[src/core/idf_pkg.sv]
// Constants and types shared by the interpolating datapath files.
// Assumes one reference clock that runs at the converter update rate.
package idf_pkg;

  // ----------------------------------------------------------------
  // Widths and rates
  // ----------------------------------------------------------------
  localparam int DATA_W           = 14;
  localparam int COEF_W           = 16;
  localparam int COEF_FRAC        = 14;
  localparam int PROD_W           = 31;
  localparam int ACC_W            = 36;
  localparam int NUM_TAPS         = 43;
  localparam int LINE_LEN         = 22;
  localparam int NUM_PAIRS        = 11;
  localparam int CENTER_IDX       = 10;
  localparam int FIFO_DEPTH       = 8;
  localparam int INTERP_FACTOR    = 2;
  localparam int STUFF_FACTOR     = 2;
  localparam int UPDATES_PER_WORD = INTERP_FACTOR * STUFF_FACTOR;
  localparam int MAX_IN_MSPS      = 160;
  localparam int MAX_UPDATE_MSPS  = 400;
  localparam int REF_CLK_MHZ      = 40;

  // ----------------------------------------------------------------
  // Codes and coefficients
  // ----------------------------------------------------------------
  localparam logic [DATA_W-1:0] MIDSCALE_CODE = 14'h2000;
  localparam logic [DATA_W-1:0] ZERO_CODE     = 14'h0000;
  localparam logic signed [ACC_W-1:0] SAT_HI  = 36'sh000001fff;
  localparam logic signed [ACC_W-1:0] SAT_LO  = 36'shfffffe000;
  localparam logic signed [COEF_W-1:0] CENTER_COEF = 16'sh2000;
  // Outermost pair first; plain unwindowed half-band values
  localparam logic signed [COEF_W-1:0] PAIR_COEF [NUM_PAIRS] = '{
    16'sh00f8, 16'shfeee, 16'sh0133, 16'shfea4, 16'sh0191, 16'shfe26,
    16'sh0243, 16'shfd17, 16'sh0413, 16'shf936, 16'sh145f};

  // ----------------------------------------------------------------
  // Frame phases and modes
  // ----------------------------------------------------------------
  localparam logic [1:0] PHASE_LOAD  = 2'h0;
  localparam logic [1:0] PHASE_SUM   = 2'h1;
  localparam logic [1:0] PHASE_OUT_A = 2'h2;
  localparam logic [1:0] PHASE_STF_A = 2'h3;

  typedef enum logic [1:0] {
    MODE_BASE,
    MODE_BASE_STUFF,
    MODE_IF,
    MODE_IF_STUFF
  } idf_mode_type;

endpackage

[src/core/idf_fifo.sv]
// Word FIFO between input capture and the interpolation filter.
// Assumes a single clock and a reader that may stall at will.
`timescale 1ns/1ps
module idf_fifo #(
  parameter int WIDTH = 14,
  parameter int DEPTH = 8
) (
  input  wire logic             i_ref_clk,  // Clock
  input  wire logic             i_rst,      // Async reset, high
  input  wire logic             i_valid,    // Write request
  input  wire logic [WIDTH-1:0] i_data,     // Write word
  output logic                  o_ready,    // Room for a word
  output logic                  o_valid,    // Word available
  output logic [WIDTH-1:0]      o_data,     // Head word
  input  wire logic             i_ready     // Reader takes head
);
  localparam int PTR_W = $clog2(DEPTH);

  logic [WIDTH-1:0] mem [DEPTH];
  logic [WIDTH-1:0] next_mem [DEPTH];
  logic [PTR_W-1:0] wr_ptr, next_wr_ptr, rd_ptr, next_rd_ptr;
  logic [PTR_W:0]   count, next_count;
  logic             push, pop;

  assign o_ready = (count != (PTR_W+1)'(DEPTH));
  assign o_valid = (count != '0);
  assign o_data  = mem[rd_ptr];

  always_comb begin
    push        = i_valid && o_ready;
    pop         = i_ready && o_valid;
    next_mem    = mem;
    next_wr_ptr = wr_ptr;
    next_rd_ptr = rd_ptr;
    if (push) begin
      next_mem[wr_ptr] = i_data;
      next_wr_ptr      = (wr_ptr == PTR_W'(DEPTH-1)) ? '0 : wr_ptr + 1'b1;
    end
    if (pop) begin
      next_rd_ptr = (rd_ptr == PTR_W'(DEPTH-1)) ? '0 : rd_ptr + 1'b1;
    end
    next_count = count + (PTR_W+1)'(push) - (PTR_W+1)'(pop);
  end

  always_ff @(posedge i_ref_clk or posedge i_rst) begin
    if (i_rst) begin
      mem    <= '{default: '0};
      wr_ptr <= '0;
      rd_ptr <= '0;
      count  <= '0;
    end else begin
      mem    <= next_mem;
      wr_ptr <= next_wr_ptr;
      rd_ptr <= next_rd_ptr;
      count  <= next_count;
    end
  end
endmodule // idf_fifo

[src/core/idf_tap_pair.sv]
// One folded tap pair of the symmetric filter: (near + far) * coef.
// Assumes signed two's complement samples; purely combinational.
`timescale 1ns/1ps
module idf_tap_pair
  import idf_pkg::*;
#(
  parameter logic signed [COEF_W-1:0] COEF = 16'sh0000
) (
  input  wire logic signed [DATA_W-1:0] i_near,    // Newer sample
  input  wire logic signed [DATA_W-1:0] i_far,     // Mirrored sample
  output logic signed [PROD_W-1:0]      o_product  // Scaled pair sum
);
  logic signed [DATA_W:0] pair_sum;

  always_comb begin
    pair_sum  = (DATA_W+1)'(i_near) + (DATA_W+1)'(i_far);
    o_product = PROD_W'(pair_sum) * PROD_W'(COEF);
  end
endmodule // idf_tap_pair

[src/core/idf_datapath.sv]
// Digital input datapath of an oversampling 14-bit converter.
// Assumes i_ref_clk runs at the update rate, four updates per word.
//
// How it works
// RULE1: Word is captured on the rising edge of the input data clock.
// RULE2: Half-band filter yields two output samples for each input word.
// RULE3: Two static inputs decode to one of four digital modes.
// RULE4: Response select low gives low-pass, high gives high-pass.
// RULE5: Zero-stuff input high stuffs after the filter, whatever response.
// RULE6: With stuffing the converter updates at four times the word rate.
// RULE7: Without stuffing each filter word drives the core at twice rate.
// RULE8: Words up to 160 MSPS in, updates up to 400 MSPS out; here one word per four updates caps input at 100 MSPS.
// RULE9: Straight binary code; all zeros is zero primary current.
// RULE10: All internal timing derives from the one reference clock.
// RULE11: Power-down request idles the datapath to save power.
// RULE12: Filter is 43-tap symmetric half-band, even taps zero but center.
// RULE13: High-pass uses the low-pass set with the center negated.
// RULE14: Stuffing inserts the midscale word after every filter word.
`timescale 1ns/1ps
module idf_datapath
  import idf_pkg::*;
(
  input  wire logic              i_ref_clk,               // Update clock
  input  wire logic              i_rst,                   // Async reset
  input  wire logic              i_data_clk,              // Word clock
  input  wire logic [DATA_W-1:0] i_word,                  // Input word
  input  wire logic              i_filter_response_select,// 1 = high-pass
  input  wire logic              i_zero_stuff_enable,     // 1 = stuff
  input  wire logic              i_power_down_request,    // 1 = sleep
  output logic [DATA_W-1:0]      o_dac_code,              // Core code
  output logic                   o_update,                // High each update while awake
  output logic [1:0]             o_mode,                  // Active mode
  output logic                   o_core_enable,           // Core awake
  output logic                   o_input_ready,           // FIFO room
  output logic                   o_overrun                // Word lost
);

  // ----------------------------------------------------------------
  // Input capture
  // ----------------------------------------------------------------
  logic              data_clk_q, next_data_clk_q;
  logic              cap_valid, next_cap_valid;
  logic [DATA_W-1:0] cap_word, next_cap_word;
  logic              overrun, next_overrun;
  logic              in_ready_q, next_in_ready_q;
  logic              fifo_in_ready, fifo_out_valid, pop;
  logic [DATA_W-1:0] fifo_word;
  logic              pd;
  logic              rise;

  assign pd   = i_power_down_request;
  assign rise = i_data_clk && !data_clk_q;

  always_comb begin
    next_data_clk_q = i_data_clk;
    next_cap_valid  = rise && !pd;                          // RULE1
    next_cap_word   = rise ? i_word : cap_word;             // RULE1
    // A word meeting a full FIFO is lost; flag it until reset
    next_overrun    = overrun || (cap_valid && !fifo_in_ready);
    next_in_ready_q = fifo_in_ready;
  end

  always_ff @(posedge i_ref_clk or posedge i_rst) begin
    if (i_rst) begin
      data_clk_q <= 1'b0;
      cap_valid  <= 1'b0;
      cap_word   <= ZERO_CODE;
      overrun    <= 1'b0;
      in_ready_q <= 1'b0;
    end else begin
      data_clk_q <= next_data_clk_q;
      cap_valid  <= next_cap_valid;
      cap_word   <= next_cap_word;
      overrun    <= next_overrun;
      in_ready_q <= next_in_ready_q;
    end
  end

  // Absorbs jitter between the word clock and the frame cadence
  idf_fifo #(
    .WIDTH (DATA_W),
    .DEPTH (FIFO_DEPTH)
  ) u_fifo (
    .i_ref_clk (i_ref_clk),
    .i_rst     (i_rst),
    .i_valid   (cap_valid),
    .i_data    (cap_word),
    .o_ready   (fifo_in_ready),
    .o_valid   (fifo_out_valid),
    .o_data    (fifo_word),
    .i_ready   (pop)
  );

  // ----------------------------------------------------------------
  // Frame sequencer and half-band filter
  // ----------------------------------------------------------------
  logic [1:0]               phase, next_phase;
  logic signed [DATA_W-1:0] line [LINE_LEN];
  logic signed [DATA_W-1:0] next_line [LINE_LEN];
  logic signed [ACC_W-1:0]  filt_a, next_filt_a, filt_b, next_filt_b;
  logic signed [PROD_W-1:0] prod [NUM_PAIRS];
  logic signed [ACC_W-1:0]  pair_acc;
  logic signed [COEF_W-1:0] center;
  logic                     resp_hp, zero_stuff;
  idf_mode_type             mode, next_mode;

  assign resp_hp    = (mode == MODE_IF) || (mode == MODE_IF_STUFF);
  assign zero_stuff = (mode == MODE_BASE_STUFF) || (mode == MODE_IF_STUFF);
  // Pop only at frame start so one word feeds exactly four updates
  assign pop = (phase == PHASE_LOAD) && !pd && fifo_out_valid; // RULE8

  for (genvar j = 0; j < NUM_PAIRS; j++) begin : g_pair
    idf_tap_pair #(
      .COEF (PAIR_COEF[j])
    ) u_pair (
      .i_near    (line[j]),
      .i_far     (line[LINE_LEN-1-j]),
      .o_product (prod[j])                                  // RULE12
    );
  end

  always_comb begin
    next_phase  = pd ? PHASE_LOAD : phase + 2'h1;           // RULE10
    next_line   = line;
    next_filt_a = filt_a;
    next_filt_b = filt_b;
    pair_acc    = '0;
    center      = resp_hp ? -CENTER_COEF : CENTER_COEF;     // RULE4 RULE13
    unique case ({i_filter_response_select, i_zero_stuff_enable})
      2'b00:   next_mode = MODE_BASE;                       // RULE3
      2'b01:   next_mode = MODE_BASE_STUFF;                 // RULE3
      2'b10:   next_mode = MODE_IF;                         // RULE3
      default: next_mode = MODE_IF_STUFF;                   // RULE3
    endcase
    for (int j = 0; j < NUM_PAIRS; j++) begin
      pair_acc = pair_acc + ACC_W'(prod[j]);
    end
    case (phase)
      PHASE_LOAD: begin
        if (!pd) begin
          for (int k = LINE_LEN-1; k > 0; k--) begin
            next_line[k] = line[k-1];
          end
          // Offset binary to two's complement; empty FIFO feeds zero
          next_line[0] = fifo_out_valid ?
            signed'(fifo_word ^ MIDSCALE_CODE) : '0;         // RULE9
        end
      end
      PHASE_SUM: begin
        // Even phase is the center tap alone, odd phase the folded pairs
        next_filt_a = ACC_W'(line[CENTER_IDX]) * ACC_W'(center); // RULE12
        next_filt_b = pair_acc;                             // RULE2
      end
      default: begin
      end
    endcase
  end

  always_ff @(posedge i_ref_clk or posedge i_rst) begin
    if (i_rst) begin
      phase  <= PHASE_LOAD;
      line   <= '{default: '0};
      filt_a <= '0;
      filt_b <= '0;
      mode   <= MODE_BASE;
    end else begin
      phase  <= next_phase;
      line   <= next_line;
      filt_a <= next_filt_a;
      filt_b <= next_filt_b;
      mode   <= next_mode;
    end
  end

  // ----------------------------------------------------------------
  // Output multiplexer
  // ----------------------------------------------------------------
  logic [DATA_W-1:0] dac_code, next_dac_code;
  logic              update, next_update;
  logic              core_enable, next_core_enable;
  logic [DATA_W-1:0] code_a, code_b;

  // Rescale, saturate, and return to straight binary
  function automatic logic [DATA_W-1:0] to_code(
    input logic signed [ACC_W-1:0] acc);
    logic signed [ACC_W-1:0] scaled;
    logic signed [DATA_W-1:0] clipped;
    scaled = acc >>> COEF_FRAC;
    if (scaled > SAT_HI) begin
      clipped = SAT_HI[DATA_W-1:0];
    end else if (scaled < SAT_LO) begin
      clipped = SAT_LO[DATA_W-1:0];
    end else begin
      clipped = scaled[DATA_W-1:0];
    end
    return clipped ^ MIDSCALE_CODE;                         // RULE9
  endfunction

  assign code_a = to_code(filt_a);
  assign code_b = to_code(filt_b);

  always_comb begin
    next_core_enable = !pd;                                 // RULE11
    next_update      = !pd;                                 // RULE6
    if (pd) begin
      // Park at midscale so both outputs carry equal current
      next_dac_code = MIDSCALE_CODE;                        // RULE11
    end else begin
      case (phase)
        PHASE_OUT_A: next_dac_code = code_a;                // RULE7
        PHASE_STF_A: next_dac_code = zero_stuff ?
                                     MIDSCALE_CODE : code_a; // RULE5 RULE14
        PHASE_LOAD:  next_dac_code = code_b;                // RULE7
        default:     next_dac_code = zero_stuff ?
                                     MIDSCALE_CODE : code_b; // RULE5 RULE14
      endcase
    end
  end

  always_ff @(posedge i_ref_clk or posedge i_rst) begin
    if (i_rst) begin
      dac_code    <= MIDSCALE_CODE;
      update      <= 1'b0;
      core_enable <= 1'b0;
    end else begin
      dac_code    <= next_dac_code;
      update      <= next_update;
      core_enable <= next_core_enable;
    end
  end

  assign o_dac_code    = dac_code;
  assign o_update      = update;
  assign o_mode        = mode;
  assign o_core_enable = core_enable;
  assign o_input_ready = in_ready_q;
  assign o_overrun     = overrun;
endmodule // idf_datapath

[config.mk]
export PLATFORM = sky130hd
export DESIGN_NAME = idf_datapath
export DESIGN_NICKNAME = d
export VERILOG_FILES = /design/src/core/idf_pkg.sv /design/src/core/idf_fifo.sv /design/src/core/idf_tap_pair.sv /design/src/core/idf_datapath.sv
export SDC_FILE = /design/constraint.sdc
export NUM_CORES = 2
export LEC_CHECK = 0
export ABC_AREA = 1
export BUFFER_PORTS_ARGS = -buffer_cell sky130_fd_sc_hd__buf_2
export CAP_MARGIN = 10
export CORE_MARGIN = 5
export CORE_UTILIZATION = 55
export DETAILED_ROUTE_END_ITERATION = 16
export PLACE_DENSITY = 0.82
export SETUP_SLACK_MARGIN = 0.1
export SYNTH_ARGS = -nofsm -noshare
export SYNTH_HDL_FRONTEND = slang
export SYNTH_HIERARCHICAL = 1
export SYNTH_SLANG_ARGS = --single-unit
[constraint.sdc]
create_clock -name i_ref_clk -period 15.1 [get_ports i_ref_clk]
set_input_delay 1.51 -clock i_ref_clk [delete_from_list [all_inputs] [get_ports i_ref_clk]]
set_output_delay 1.51 -clock i_ref_clk [all_outputs]
set_load 0.1 [all_outputs]
==> impl_metrics.csv <==
group,metric,value,unit
cts,clk_pin_slew,0.06,ns
cts,cts_tree,"built",
critical_path,start_kind,"register",
global_routing,use_met1,38.8,%
final_layout,area_delta_synth_final,4.53,%
run,cap_violations,0,
global_routing,first_global_vias,65106,
timing,max_freq,86.7,MHz
drt,detail-route-antenna-nets,0,
critical_path,cp_common_cell,"inv_1",
yosys,syn_area_per_cell,7.68,µm²
yosys,syn_area,77000,µm²
cts,cts_setup_buffers,0,
floorplan,die_h,384,µm
timing,finalCritPeriodShare,76.4,%
critical_path,crit_fanout,7,
yosys,ys_async_sr_fraction,100,%
final_layout,fill_cells,12751,
floorplan,die_area,148000,µm²
timing,fin_setup_tns,0,ns
global_routing,antenna_found_initial,0,
run_status,status,"complete, no violations",
yosys,synth_top_area_cell,"fa_1",
placed_design,gp_congestion,1.00,
drt,drc,0,
cts,ctsHoldBuffers,0,
timing,clock_skew,0.0753,ns
yosys,synthDistinctLibCells,84,
critical_path,worst_path_largest_cell_delay,0.61,ns
timing,hold_viol,0,
global_routing,grt_max_degree,157,
timing,setup_violations,0,
drt,drt_first_iter_violations,4790,
final_layout,layout-drive-gt1-share,4.95,%
global_routing,overflow,0,
cts,cts_buffers,56,
cts,htree_num_levels,2,
placed_design,post-dp-hpwl,187000,µm
floorplan,ios,40,
critical_path,cp-end-kind,"register",
timing,rsz0062_at_grt,"no",
final_layout,diodes,0,
yosys,ys_ff_latch,505,
critical_path,crit_type,"register to register",
drt,dr.pass1.iters,6,
timing,slew_viol_final,0,
floorplan,core_area,139000,µm²
final_layout,fin_nets,11769,
min_path,worstHoldPathType,"register to register",
drt,vias_per_cell,5.36,
drt,wl,219000,µm
critical_path,cp.required,15.64,ns
yosys,synth_flop_cell,"dfrtp_1",
cts,clock_sinks,505,
yosys,synth_edf_count,0,
critical_path,slowest_stage,"xor2_1",
yosys,synthCells,10029,
timing,fin_crit,11.53,ns
cts,cts_resized,0,
cts,clock_path_buffers,3,
critical_path,rr_worst_depth,46,
placed_design,numPortBuffers,39,
global_routing,grtUsageMet3,3.39,%
timing,relSlewSlack,31.6,%
drt,wl_per_cell,18.5,µm
yosys,synthTopCellsByCount,"nand2_1, inv_1, ha_1, fa_1, dfrtp_1",
floorplan,row_count,137,
yosys,synth_top_area_share,19.8,%
min_path,whs_path_depth,2,
floorplan,start_util,55.3,%
global_routing,grt_usage,30.2,%
yosys,synth_warnings,6,
cts,root_buffer,"clkbuf_16",
yosys,ys_top_cells_by_area,"fa_1, ha_1, dfrtp_1, nand2_1, inv_1",
global_routing,grt_use_met2,50.9,%
floorplan,die_width,384,µm
cts,worstSkewPairLatency,0.70,ns
yosys,yosysMostFrequentCell,"nand2_1",
global_routing,grt-busiest-layer,"met2",
drt,vias,63389,
global_routing,grt_pass1_wl,353000,µm
critical_path,critical_path_arrival,12.07,ns
yosys,ys_seq_area_share,16.4,%
timing,tightest_slew,1.02,ns
[registers in the layout (all words and copies together) (netlist names), 4 cells and up]
name	count
filt_b	22
o_dac_code	14
u_fifo/mem	112
filt_a	16
u_fifo/count	4
cap_word	14
line	308
[logic make-up after synthesis]
logic type               count (synthesis)  synth area share [%]
other                                    7                0.0341
AND/OR/NAND/NOR                       3930                  21.7
AO/OA/AOI/OAI                          818                  6.22
XOR/XNOR                               448                  5.49
flip-flops                             505                  16.4
buffers and inverters                 2470                  12.6
multiplexers                            15                 0.219
adder cells (fa/ha/maj)               1836                  37.3
[area by class of cell]
type / instances / area, µm² / share of cell area [%]
tap: 1876 / 2350 / 2.92
timing repair buffer: 62 / 393 / 0.488
sequential: 505 / 12600 / 15.7
inverter: 2231 / 8410 / 10.4
clock inverter: 31 / 472 / 0.586
multi-input combinational: 7057 / 54700 / 67.9
clock buffer: 74 / 1580 / 1.96
[worst max-delay path, delay by kind of cell (launching register included)]
kind | cells | cell delay [ns]
adders and majority gates | 15 | 6.54
xor gates and xnor gates | 3 | 1.29
and+or+nand+nor | 10 | 1.15
AOI/OAI and AO/OA | 5 | 1.11
buffers and inverters | 13 | 0.89
DFF | 1 | 0.43
[final timing paths]
kind                                start        endpoint  slack (ns)
min in group asynchronous           i_rst     cap_word[1]        0.90
setup reg to reg                line[154]      filt_b[17]        3.57
hold / removal             u_fifo/mem[33]  u_fifo/mem[33]        0.47
hold reg to reg            u_fifo/mem[33]  u_fifo/mem[33]        0.47
setup / recovery                line[154]      filt_b[17]        3.57
max in group asynchronous           i_rst       line[195]       11.80
[metal layers]
metal  part of all wire (%)  up-vias
met5                      0        -
met4                    6.0        0
met3                    5.7      467
met2                     47     1900
met1                     41    30573
li1                       -    30449
[stage by stage]
stage          instances  cell area, µm²  hold slack (ns)  util, %  setup WS [ns]
2_1_floorplan      10032           77000            0.437        -           2.95
3_5_place_dp       11731           78500            0.458     56.3           3.63
3_3_place_gp       11731           78500            0.453     56.3           3.49
4_1_cts            11836           80500            0.474     57.8           3.58
5_1_grt            11836           80500            0.492     57.8           2.96
6_report           11836           80500            0.471     57.8           3.57
[cell usage in the layout, fill, tap and decap left out, drive strengths merged, types with 6 or more instances in the layout]
cell type / netlist / final
clkinvlp: 0 / 6
conb: 7 / 10
nor2: 420 / 420
or2: 19 / 19
and2: 14 / 14
nor4: 10 / 10
xor2: 325 / 325
mux2: 15 / 15
o21a: 11 / 11
o21ai: 234 / 234
a21o: 45 / 45
a31oi: 25 / 25
buf: 180 / 62
nand2: 2795 / 2795
nand3: 430 / 430
o21bai: 56 / 56
a21oi: 402 / 402
clkinv: 6 / 19
nand3b: 15 / 15
o211ai: 9 / 9
ha: 1074 / 1074
clkbuf: 59 / 74
fa: 762 / 762
inv: 2225 / 2229
nand4: 185 / 185
bufinv: 0 / 8
dfrtp: 504 / 504
a21boi: 11 / 11
xnor2: 121 / 121
nor3: 38 / 38
Power is not shown: default switching activity piles up to over one toggle a cycle in this logic, so the estimate is an artifact.
